### config.mk
export PLATFORM = sky130hd
export DESIGN_NAME = i2c_host_wake_handshake
export DESIGN_NICKNAME = d
export VERILOG_FILES = /design/src/handshake_pkg.sv /design/src/i2c_host_wake_handshake.sv /design/src/pin_sync.sv /design/src/rx_fifo.sv
export VERILOG_INCLUDE_DIRS = /design/src /design/src/src
export SDC_FILE = /design/constraint.sdc
export NUM_CORES = 1
export LEC_CHECK = 0
export ABC_AREA = 1
export ABC_CLOCK_PERIOD_IN_PS = 2400
export BUFFER_PORTS_ARGS = -buffer_cell sky130_fd_sc_hd__buf_2
export CAP_MARGIN = 0
export CORE_UTILIZATION = 42
export CTS_CLUSTER_DIAMETER = 80
export DETAILED_ROUTE_END_ITERATION = 12
export GPL_TIMING_DRIVEN = 0
export PLACE_DENSITY = 0.66
export SKIP_LAST_GASP = 1
export SLEW_MARGIN = 5
export SYNTH_ARGS = -nofsm -noshare
export SYNTH_HDL_FRONTEND = slang
export SYNTH_SLANG_ARGS = --single-unit
### constraint.sdc
create_clock -name mclk -period 2.4 [get_ports mclk]
set_input_delay 0.12 -clock mclk [delete_from_list [all_inputs] [get_ports mclk]]
set_output_delay 0.12 -clock mclk [all_outputs]
set_load 0.02 [all_outputs]
### src/handshake_cfg.svh
/*
  constants for the host-link wake and attention handshake: timing, widths, address.
  assumes a 50 MHz mclk; included by bare name wherever the numbers are needed.
*/
// Operation
// link carries optional host request input and device attention output beside I2C.
// low-battery mode ignores request; attention only for host-started exchanges.
// low-battery mode never reports secure-module activity to the host.
// in low-battery mode host commands proceed under SCL stretch while device wakes.
// normal case: attention once for acknowledge frame, again for response frame.
// awake device accepts request-opened exchange and answers with same handshake.
// request wakes a sleeping device; it asserts attention once ready.
// host waits wake delay, or watches attention with that timeout, before sending.
// attention released when own address seen in the write transfer.
// acknowledge frame always precedes the response frame.
// response ready asserts attention; host reads it with addressed read.
// own address at start of response read releases attention.
// host holds request low 1us awake, oscillator start (to 2ms) asleep.
// request fall to attention fall at most 10us awake, osc start plus 10us asleep.
// without request line, device stretches SCL after own address until ready.
// device needs about 1ms after response to power down; host avoids commands.
// after target-init acknowledge, sleep when no RF field present.
// target-init sleep ends on RF field or new host command.
// activated target asserts attention for response, waking a sleeping host.
// host may request before target-init, then waits for attention first.
// host reaction time after attention is unbounded by the device.
// attention is active low; each assertion ends by releasing the line high.
// oscillator start and power-down entry delay are parameters counted in mclk cycles.
`ifndef HANDSHAKE_CFG_SVH
`define HANDSHAKE_CFG_SVH

`define CLK_PERIOD_NS  20
`define READY_MAX_NS   10000
`define READY_CYC      (`READY_MAX_NS / `CLK_PERIOD_NS)
`define OSC_START_NS   2000000
`define OSC_START_CYC  ((`OSC_START_NS + `CLK_PERIOD_NS - 1) / `CLK_PERIOD_NS)
`define PD_ENTRY_NS    1000000
`define PD_ENTRY_CYC   ((`PD_ENTRY_NS + `CLK_PERIOD_NS - 1) / `CLK_PERIOD_NS)
`define OWN_ADDR       7'h2a
`define RX_WIDTH       8
`define RX_FIFO_DEPTH  8
`define BYTE_BITS      4'h8
`define PIN_IDLE       3'h7

`endif

### src/handshake_pkg.sv
/*
  types shared by the handshake block: pin carrier and state enumerations.
  assumes nothing beyond a SystemVerilog elaborator.
*/
package handshake_pkg;

  // sampled host-link pins, carried together through the synchroniser
  typedef struct packed {
    logic req_n;
    logic scl;
    logic sda;
  } pin_s;

  typedef enum logic [1:0] {PWR_AWAKE, PWR_ENTERING, PWR_SLEEP, PWR_WAKING} pwr_e;

  typedef enum logic [2:0] {I2C_IDLE, I2C_ADDR, I2C_DATA, I2C_HOLD, I2C_ACK, I2C_SKIP} i2c_e;

endpackage : handshake_pkg

### src/i2c_host_wake_handshake.sv
/*
  device-side wake and attention handshake beside an I2C slave link: address spotting,
  SCL stretching, power state sequencing and the active-low attention line.
  assumes the device core pulses frame-ready events on mclk and drains received bytes;
  host-link pins are asynchronous and pass pin_sync.
*/
`include "handshake_cfg.svh"

module i2c_host_wake_handshake #(
  parameter int unsigned OSC_CYC    = `OSC_START_CYC,
  parameter int unsigned PD_CYC     = `PD_ENTRY_CYC,
  parameter logic [6:0]  OWN_ADDR   = `OWN_ADDR,
  parameter int unsigned FIFO_DEPTH = `RX_FIFO_DEPTH
) (
  // clock and reset
  input  wire logic                 mclk,
  input  wire logic                 arst_n,
  // host request pin, active low
  input  wire logic                 wake_interrupt_input_n,
  // open-drain I2C pins: level in, level out, enable low while driving
  input  wire logic                 scl_in,
  output logic                      scl_out,
  output logic                      scl_oe_n,
  input  wire logic                 sda_in,
  output logic                      sda_out,
  output logic                      sda_oe_n,
  // attention line to the host, active low
  output logic                      device_attention_line_n,
  // device core events and modes
  input  wire logic                 low_battery_mode,
  input  wire logic                 secure_access_module_event,
  input  wire logic                 ack_frame_ready,
  input  wire logic                 resp_frame_ready,
  input  wire logic                 power_down_req,
  input  wire logic                 target_init_ack,
  input  wire logic                 rf_field,
  output logic                      device_awake,
  // received bytes toward the core
  output logic [`RX_WIDTH-1:0]      rx_data,
  output logic                      rx_valid,
  input  wire logic                 rx_ready
);

  localparam int unsigned RDY_CYC = `READY_CYC;
  localparam int unsigned CMAX    = (OSC_CYC > PD_CYC) ? OSC_CYC : PD_CYC;
  localparam int unsigned CW      = $clog2(CMAX + 1);
  localparam int unsigned RW      = $clog2(RDY_CYC + 1);

  if (OSC_CYC < 1 || PD_CYC < 1 || RDY_CYC < 1) begin : g_chk
    $error("handshake delays must be at least one cycle");
  end

  handshake_pkg::pin_s pin_q;
  handshake_pkg::pin_s pin_d_r;
  handshake_pkg::pwr_e pwr_r;
  handshake_pkg::i2c_e i2c_r;

  logic [CW-1:0]         pwr_cnt_r;
  logic                  awake_r;
  logic [RW-1:0]         rdy_cnt_r;
  logic                  req_pend_r;
  logic                  ack_seen_r;
  logic                  resp_pend_r;
  logic                  attn_n_r;
  logic [7:0]            sh_r;
  logic [3:0]            bit_cnt_r;
  logic                  is_addr_r;
  logic                  rw_r;
  logic                  scl_oe_n_r;
  logic                  sda_oe_n_r;
  logic                  drive_low_r;
  logic                  fifo_ready;
  logic                  scl_rise;
  logic                  scl_fall;
  logic                  start_det;
  logic                  stop_det;
  logic                  req_fall;
  logic                  byte_end;
  logic                  addr_hit;
  logic                  hold_go;
  logic                  stall;
  logic                  push;
  logic                  req_fire;
  logic                  sec_fire;
  logic                  resp_fire;
  logic                  attn_set;
  logic                  wake_src;

  // request, SCL and SDA come from the host's domain
  pin_sync #(
    .W   ($bits(handshake_pkg::pin_s)),
    .RST (`PIN_IDLE)
  ) u_sync (
    .mclk   (mclk),
    .arst_n (arst_n),
    .d      ({wake_interrupt_input_n, scl_in, sda_in}),
    .q      (pin_q)
  );

  // previous filtered levels for edge and bus-condition detection
  always_ff @(posedge mclk or negedge arst_n) begin
    if (!arst_n) pin_d_r <= `PIN_IDLE;
    else         pin_d_r <= pin_q;
  end

  assign scl_rise  = pin_q.scl && !pin_d_r.scl;
  assign scl_fall  = !pin_q.scl && pin_d_r.scl;
  assign start_det = pin_q.scl && pin_d_r.scl && pin_d_r.sda && !pin_q.sda;
  assign stop_det  = pin_q.scl && pin_d_r.scl && !pin_d_r.sda && pin_q.sda;
  assign req_fall  = pin_d_r.req_n && !pin_q.req_n;

  // byte boundary: eighth bit taken, SCL just went low, so stretching is safe here
  assign byte_end = scl_fall && (bit_cnt_r == `BYTE_BITS)
                 && (i2c_r == handshake_pkg::I2C_ADDR || i2c_r == handshake_pkg::I2C_DATA);
  assign addr_hit = byte_end && (i2c_r == handshake_pkg::I2C_ADDR) && (sh_r[7:1] == OWN_ADDR);
  assign hold_go  = addr_hit || (byte_end && i2c_r == handshake_pkg::I2C_DATA);
  // address waits for a ready device, data waits for room in the FIFO
  assign stall    = is_addr_r ? !awake_r : !fifo_ready;
  assign push     = (i2c_r == handshake_pkg::I2C_HOLD) && !stall && !is_addr_r;

  // slave receiver: spots own address, acknowledges, buffers written bytes
  always_ff @(posedge mclk or negedge arst_n) begin
    if (!arst_n) begin
      i2c_r     <= handshake_pkg::I2C_IDLE;
      sh_r      <= 8'h00;
      bit_cnt_r <= 4'h0;
      is_addr_r <= 1'b0;
      rw_r      <= 1'b0;
    end else if (start_det) begin
      i2c_r     <= handshake_pkg::I2C_ADDR;
      bit_cnt_r <= 4'h0;
    end else if (stop_det) begin
      i2c_r <= handshake_pkg::I2C_IDLE;
    end else begin
      unique case (i2c_r)
        handshake_pkg::I2C_IDLE, handshake_pkg::I2C_SKIP: begin
        end
        handshake_pkg::I2C_ADDR, handshake_pkg::I2C_DATA: begin
          if (scl_rise) begin
            sh_r      <= {sh_r[6:0], pin_q.sda};
            bit_cnt_r <= bit_cnt_r + 4'h1;
          end else if (hold_go) begin
            i2c_r     <= handshake_pkg::I2C_HOLD;
            is_addr_r <= (i2c_r == handshake_pkg::I2C_ADDR);
            if (i2c_r == handshake_pkg::I2C_ADDR) rw_r <= sh_r[0];
          end else if (byte_end) begin
            i2c_r <= handshake_pkg::I2C_SKIP;   // another slave's address
          end
        end
        handshake_pkg::I2C_HOLD: begin
          if (!stall) i2c_r <= handshake_pkg::I2C_ACK;
        end
        handshake_pkg::I2C_ACK: begin
          if (scl_fall) begin
            bit_cnt_r <= 4'h0;
            // reads are only spotted; response bytes come from elsewhere
            i2c_r <= (is_addr_r && rw_r) ? handshake_pkg::I2C_SKIP : handshake_pkg::I2C_DATA;
          end
        end
        default: i2c_r <= handshake_pkg::I2C_IDLE;  // unused codes fall back to idle
      endcase
    end
  end

  // pin drives: SCL held low while stalled, SDA low through the acknowledge bit
  always_ff @(posedge mclk or negedge arst_n) begin
    if (!arst_n) begin
      scl_oe_n_r  <= 1'b1;
      sda_oe_n_r  <= 1'b1;
      drive_low_r <= 1'b0;
    end else begin
      drive_low_r <= 1'b0;
      scl_oe_n_r  <= !(hold_go || (i2c_r == handshake_pkg::I2C_HOLD && stall));
      if (start_det || stop_det || (i2c_r == handshake_pkg::I2C_ACK && scl_fall)) begin
        sda_oe_n_r <= 1'b1;
      end else if (i2c_r == handshake_pkg::I2C_HOLD && !stall) begin
        sda_oe_n_r <= 1'b0;
      end
    end
  end

  assign scl_out  = drive_low_r;
  assign sda_out  = drive_low_r;
  assign scl_oe_n = scl_oe_n_r;
  assign sda_oe_n = sda_oe_n_r;

  // a full FIFO stretches SCL, so back-pressure reaches the host
  rx_fifo #(
    .WIDTH (`RX_WIDTH),
    .DEPTH (FIFO_DEPTH)
  ) u_fifo (
    .mclk      (mclk),
    .arst_n    (arst_n),
    .in_valid  (push),
    .in_ready  (fifo_ready),
    .in_data   (sh_r),
    .out_valid (rx_valid),
    .out_ready (rx_ready),
    .out_data  (rx_data)
  );

  // low-battery mode leaves the request line without effect
  assign wake_src = (req_fall && !low_battery_mode) || addr_hit || rf_field;

  // power sequencing; oscillator start and entry delay are cycle counts
  always_ff @(posedge mclk or negedge arst_n) begin
    if (!arst_n) begin
      pwr_r     <= handshake_pkg::PWR_AWAKE;
      pwr_cnt_r <= '0;
      awake_r   <= 1'b1;
    end else begin
      unique case (pwr_r)
        handshake_pkg::PWR_AWAKE: begin
          if (power_down_req || (target_init_ack && !rf_field)) begin
            pwr_r     <= handshake_pkg::PWR_ENTERING;
            pwr_cnt_r <= CW'(PD_CYC - 1);
            awake_r   <= 1'b0;
          end
        end
        handshake_pkg::PWR_ENTERING: begin
          // still clocked, so a wake source returns at once
          if (wake_src) begin
            pwr_r   <= handshake_pkg::PWR_AWAKE;
            awake_r <= 1'b1;
          end else if (pwr_cnt_r == '0) begin
            pwr_r <= handshake_pkg::PWR_SLEEP;
          end else begin
            pwr_cnt_r <= pwr_cnt_r - 1'b1;
          end
        end
        handshake_pkg::PWR_SLEEP: begin
          if (wake_src) begin
            pwr_r     <= handshake_pkg::PWR_WAKING;
            pwr_cnt_r <= CW'(OSC_CYC - 1);
          end
        end
        handshake_pkg::PWR_WAKING: begin
          if (pwr_cnt_r == '0) begin
            pwr_r   <= handshake_pkg::PWR_AWAKE;
            awake_r <= 1'b1;
          end else begin
            pwr_cnt_r <= pwr_cnt_r - 1'b1;
          end
        end
      endcase
    end
  end

  assign device_awake = awake_r;

  // request handshake: attention follows the ready delay once awake
  assign req_fire = req_pend_r && awake_r && (rdy_cnt_r == RW'(RDY_CYC - 1));

  always_ff @(posedge mclk or negedge arst_n) begin
    if (!arst_n) begin
      req_pend_r <= 1'b0;
      rdy_cnt_r  <= '0;
    end else if (low_battery_mode) begin
      req_pend_r <= 1'b0;
    end else if (req_fall) begin
      req_pend_r <= 1'b1;
      rdy_cnt_r  <= '0;
    end else if (req_fire) begin
      req_pend_r <= 1'b0;
    end else if (req_pend_r && awake_r) begin
      rdy_cnt_r <= rdy_cnt_r + 1'b1;
    end
  end

  // response waits for its acknowledge and for the host to have read that
  assign resp_fire = resp_pend_r && ack_seen_r && attn_n_r && !ack_frame_ready;

  always_ff @(posedge mclk or negedge arst_n) begin
    if (!arst_n) begin
      ack_seen_r  <= 1'b0;
      resp_pend_r <= 1'b0;
    end else begin
      ack_seen_r  <= ack_frame_ready || (ack_seen_r && !resp_fire);
      resp_pend_r <= resp_frame_ready || (resp_pend_r && !resp_fire);
    end
  end

  // secure-module events are silent in low-battery mode
  assign sec_fire = secure_access_module_event && !low_battery_mode;
  assign attn_set = req_fire || sec_fire || ack_frame_ready || resp_fire;

  // attention: an assertion outranks a release in the same cycle
  always_ff @(posedge mclk or negedge arst_n) begin
    if (!arst_n) begin
      attn_n_r <= 1'b1;
    end else if (attn_set) begin
      attn_n_r <= 1'b0;
    end else if (addr_hit) begin
      attn_n_r <= 1'b1;
    end
  end

  assign device_attention_line_n = attn_n_r;
endmodule : i2c_host_wake_handshake

### src/pin_sync.sv
/*
  three-stage synchroniser with agreement filter for asynchronous pins.
  assumes inputs are unrelated to mclk; output changes only once stages two and three agree.
*/
module pin_sync #(
  parameter int unsigned  W   = 3,
  parameter logic [W-1:0] RST = '1
) (
  // clock and reset
  input  wire logic         mclk,
  input  wire logic         arst_n,
  // pins in, filtered levels out
  input  wire logic [W-1:0] d,
  output logic      [W-1:0] q
);

  logic [W-1:0] s1_r;
  logic [W-1:0] s2_r;
  logic [W-1:0] s3_r;

  // first stage feeds only the second; filter looks at stages two and three
  genvar i;
  for (i = 0; i < W; i++) begin : g_bit
    always_ff @(posedge mclk or negedge arst_n) begin
      if (!arst_n) begin
        s1_r[i] <= RST[i];
        s2_r[i] <= RST[i];
        s3_r[i] <= RST[i];
        q[i]    <= RST[i];
      end else begin
        s1_r[i] <= d[i];
        s2_r[i] <= s1_r[i];
        s3_r[i] <= s2_r[i];
        if (s2_r[i] == s3_r[i]) q[i] <= s3_r[i];
      end
    end
  end

endmodule : pin_sync

### src/rx_fifo.sv
/*
  receive byte FIFO with a registered output stage; valid/ready on both sides.
  assumes DEPTH is a power of two; holds DEPTH words in memory plus one in the output stage.
*/
module rx_fifo #(
  parameter int unsigned WIDTH = 8,
  parameter int unsigned DEPTH = 8
) (
  // clock and reset
  input  wire logic             mclk,
  input  wire logic             arst_n,
  // fill side
  input  wire logic             in_valid,
  output logic                  in_ready,
  input  wire logic [WIDTH-1:0] in_data,
  // drain side
  output logic                  out_valid,
  input  wire logic             out_ready,
  output logic      [WIDTH-1:0] out_data
);

  localparam int unsigned AW = $clog2(DEPTH);

  if (DEPTH < 2 || (DEPTH & (DEPTH - 1)) != 0) begin : g_chk
    $error("rx_fifo depth must be a power of two, at least 2");
  end

  logic [WIDTH-1:0] mem [DEPTH];
  logic [AW-1:0]    wr_ptr_r;
  logic [AW-1:0]    rd_ptr_r;
  logic [AW:0]      count_r;
  logic             wr;
  logic             rd;

  // full stalls the filler; output stage reloads whenever empty or consumed
  assign in_ready = (count_r != (AW+1)'(DEPTH));
  assign wr       = in_valid && in_ready;
  assign rd       = (count_r != '0) && (!out_valid || out_ready);

  // storage and pointers
  always_ff @(posedge mclk or negedge arst_n) begin
    if (!arst_n) begin
      wr_ptr_r <= '0;
      rd_ptr_r <= '0;
      count_r  <= '0;
    end else begin
      if (wr) wr_ptr_r <= wr_ptr_r + 1'b1;
      if (rd) rd_ptr_r <= rd_ptr_r + 1'b1;
      count_r <= count_r + (AW+1)'(wr) - (AW+1)'(rd);
    end
  end

  always_ff @(posedge mclk) begin
    if (wr) mem[wr_ptr_r] <= in_data;
  end

  // registered output stage
  always_ff @(posedge mclk or negedge arst_n) begin
    if (!arst_n) begin
      out_valid <= 1'b0;
      out_data  <= '0;
    end else if (rd) begin
      out_valid <= 1'b1;
      out_data  <= mem[rd_ptr_r];
    end else if (out_ready) begin
      out_valid <= 1'b0;
    end
  end

endmodule : rx_fifo

==> flow_summary_export.csv <==
group,metric,value,unit
synth,synth-edff-count,64,
synth,netlist_area,7164,um2
min_path,whs_endpoint,"req_pend_r",
synth,synth_seq_cells,150,
global_routing,gr-total-overflow,0,
global_routing,antenna_found_initial,0,
run_status,status,"completed",
timing,worst_clock_skew,0.01070,ns
die,core_area,16640,um2
clock_tree,cts.clk_slew.worst_paths,0.06,ns
routing,drt-wirelength-per-cell,13.54,um
timing,slew_viol_final,0,
final_layout,drive_gt1_share,16.39,%
timing,finalSetupViolCount,0,
timing,finalHoldViolations,0,
routing,remaining_drc_errors,0,
final_layout,fill_cells,1511,
clock_tree,cts_sinks,150,
placement,place_ws,-0.2423,ns
die,ios,28,
synth,synthCells,761,
final_layout,antennaDiodeCount,0,
synth,seq_area_frac_synth,57.20,%
power_and_ir_drop,internal_power,5.858,mW
global_routing,grt_first_pass_wirelength,24.17,mm
final_layout,final_cell_area,8293,um2
global_routing,grt_usage,17.84,%
die,start_util,43.05,%
placement,gp_congestion,0.8412,
clock_tree,cts_tree,"yes",
critical_path,crit_fanout,10,
placement,dp_hpwl,9.409,mm
synth,yosysTopAreaCellShare,26.83,%
placement,placed_area,7599,um2
clock_tree,cts_buffers,17,
die,die_h,132.6,um
placement,dp.cells,1008,
timing,relSlewSlack,57.11,%
timing,worst_pin_slew,0.6410,ns
power_and_ir_drop,p_per_area,1143,nW/um2
routing,dr_total_vias,5027,
clock_tree,htree_levels,4,
timing,max_freq,445.4,MHz
routing,drt-initial-drc-count,250,
timing,post-route-min-period,2.245,ns
timing,whs,0.04043,ns
synth,ys_types,44,
final_layout,mostFrequentLayoutCell,"nand2_1",
power_and_ir_drop,p_leak,3.640,nW
power_and_ir_drop,comb_power_share,34.5,%
global_routing,first_global_vias,4903,
min_path,hold_depth,4,
final_layout,syn_to_final_growth,15.75,%
power_and_ir_drop,ir_drop,0.7751,mV
critical_path,arrival,2.55,ns
routing,dr.pass1.iters,7,
final_layout,layout_common_cells,"nand2_1 (173), nor2_1 (114), dfrtp_1 (67), edfxtp_1 (64), inv_1 (63)",
synth,yosysTopAreaCell,"edfxtp_1",
clock_tree,cts_root_buf,"clkbuf_16",
power_and_ir_drop,sw_frac_of_total,38.19,%
placement,port_buffers,25,
die,die_w,132.6,um
timing,setup_slack,0.1546,ns
timing,rsz0062_at_grt,"true",
routing,ant_nets,0,
job,drv_cap,0,
routing,routed_wl,14.22,mm
timing,tns,0,ns
clock_tree,clk-insertion-delay-late,0.43,ns
global_routing,grt_max_degree,67,
final_layout,final_nets,844,
power_and_ir_drop,pwr-share-seq,39.1,%
final_layout,layout.cells.non_filler,1050,
critical_path,worst_r2r_path_depth,10,
die,die-area,17580,um2
power_and_ir_drop,clkPwrFrac,26.4,%
critical_path,rr_startpoint,"u_fifo.count_r[2]",
die,fp-row-count,47,
critical_path,rrSetupSlack,0.15,ns
critical_path,worst_setup_path_end_kind,"flop",
min_path,worstHoldPathType,"input pin to flop",
routing,viasPerCell,4.788,
clock_tree,cts_buffer_depth,2,
timing,finalCritPeriodShare,93.56,%
clock_tree,cts_setup_buffers,0,
power_and_ir_drop,netSwitchingPower,3.619,mW
synth,synth_warnings,0,
critical_path,required,2.71,ns
synth,dominantRegCellSynth,"dfrtp_1",
critical_path,startpoint_type,"flop",
min_path,hold_start,"low_battery_mode",
synth,synth_area_leaders,"edfxtp_1 (27%), dfrtp_1 (23%), nand2_1 (9.1%), dfstp_2 (7.0%), nor2_1 (6.3%)",
synth,async_reset_ff_share,57.33,%
critical_path,r2r-end,"u_fifo.count_r[2]",
synth,avgSynthCellArea,9.414,um2
critical_path,path_class,"flop to flop",
-- metal layers --
| layer | vias up | global-route usage, % | routed length [um] |
|---|---|---|---|
| met5 | - | 0 | 0 |
| met4 | 0 | 7.854 | 372 |
| met3 | 26 | 4.483 | 428 |
| met2 | 92 | 28.68 | 6743 |
| met1 | 2300 | 22.83 | 6678 |
| li1 | 2609 | - | - |
-- what timing repair did --
action / 4_1_cts / 5_1_grt
endpoints found under the setup margin: 3 / 58
hold buffers: 10 / 0
pin swaps: 0 / 0
hold endpoints to repair: 75 / 0
resized for setup: 2 / 11
-- stage by stage --
step	power, mW	util [%]
6_report	9.477	49.83
2_1_floorplan	6.066	-
5_1_grt	10.20	49.83
3_3_place_gp	6.905	45.48
3_5_place_dp	6.975	45.66
4_1_cts	9.528	49.66
-- state kept, by name, indices dropped and copies added, names as in the netlist, 3 cells and up, named ones only --
| name | flops |
|---|---|
| u_sync.s2_r | 3 |
| u_sync.s1_r | 3 |
| u_fifo.out_data | 8 |
| u_sync.q | 3 |
| u_sync.s3_r | 3 |
| rdy_cnt_r | 9 |
| u_fifo.wr_ptr_r | 3 |
| pwr_cnt_r | 17 |
| bit_cnt_r | 4 |
| sh_r | 8 |
| u_fifo.mem | 64 |
| u_fifo.count_r | 4 |
| pin_d_r | 3 |
| u_fifo.rd_ptr_r | 3 |
| i2c_r | 3 |
-- logic make-up (layout without fill, tap and decap cells) --
group / after synthesis / count (layout) / share of synthesized area (%)
AO/OA/AOI/OAI: 100 / 100 / 8.034
XOR/XNOR: 17 / 17 / 2.078
buffers and inverters: 93 / 161 / 5.606
flip-flops: 150 / 150 / 57.20
adder cells (fa/ha/maj): 17 / 17 / 2.969
multiplexers: 5 / 5 / 0.7858
AND/OR/NAND/NOR: 378 / 378 / 23.28
other: 1 / 2 / 0.05234
-- power by group through the flow --
stage / Combinational (mW) / Sequential [mW] / Clock [mW]
6_report: 3.27 / 3.70 / 2.51
5_1_grt: 3.77 / 3.78 / 2.65
4_1_cts: 3.27 / 3.71 / 2.55
3_5_place_dp: 3.23 / 3.75 / 0
3_3_place_gp: 3.17 / 3.74 / 0
2_1_floorplan: 2.35 / 3.71 / 0
-- worst max path at each step --
stage / startpoint / end / slack [ns] / depth (start not counted)
3_3_place_gp: u_fifo.count_r[2] / u_fifo.count_r[2] / -0.21 / 10
4_1_cts: u_fifo.count_r[2] / u_fifo.count_r[2] / 0.002 / 10
6_report: u_fifo.count_r[2] / u_fifo.count_r[2] / 0.15 / 10
5_1_grt: i2c_r[0] / u_fifo.mem[1][3] / -0.05 / 8
2_1_floorplan: u_fifo.count_r[2] / u_fifo.count_r[2] / 0.13 / 10
3_5_place_dp: u_fifo.count_r[2] / u_fifo.count_r[2] / -0.24 / 10
-- critical path, cell delays in order (launching register included) --
cell and delay [ns]:
dfrtp_1 0.32, inv_1 0.06, ha_1 0.24, a31oi_4 0.24, buf_4 0.23, ha_1 0.25, inv_1 0.06, ha_1 0.16
inv_1 0.06, fa_1 0.38, xnor2_1 0.14
-- synth_stat cells, types with 6 or more instances --
master,count
nor2_1,121
nand4_1,7
o21ai_0,61
nand3_1,39
edfxtp_1,64
dfstp_2,19
inv_1,63
ha_1,13
nand2_2,8
o211ai_1,18
nand2_1,173
xor2_1,12
nor3_1,6
dfrtp_1,67
clkbuf_1,8
a21oi_1,9
-- area by class of cell --
type                       count  area [um2]  share of cell area, %
clock buffer                  23       493.0                  5.944
buffer                        21       130.1                  1.569
multi-input combinational    519        2701                  32.57
sequential                   150        4098                  49.41
clock inverter                 9       65.06                 0.7846
inverter                      72       275.3                  3.319
tap                          220       275.3                  3.319
timing repair buffer          36       255.2                  3.078
No activity file was read; power rests on OpenSTA's default activity.
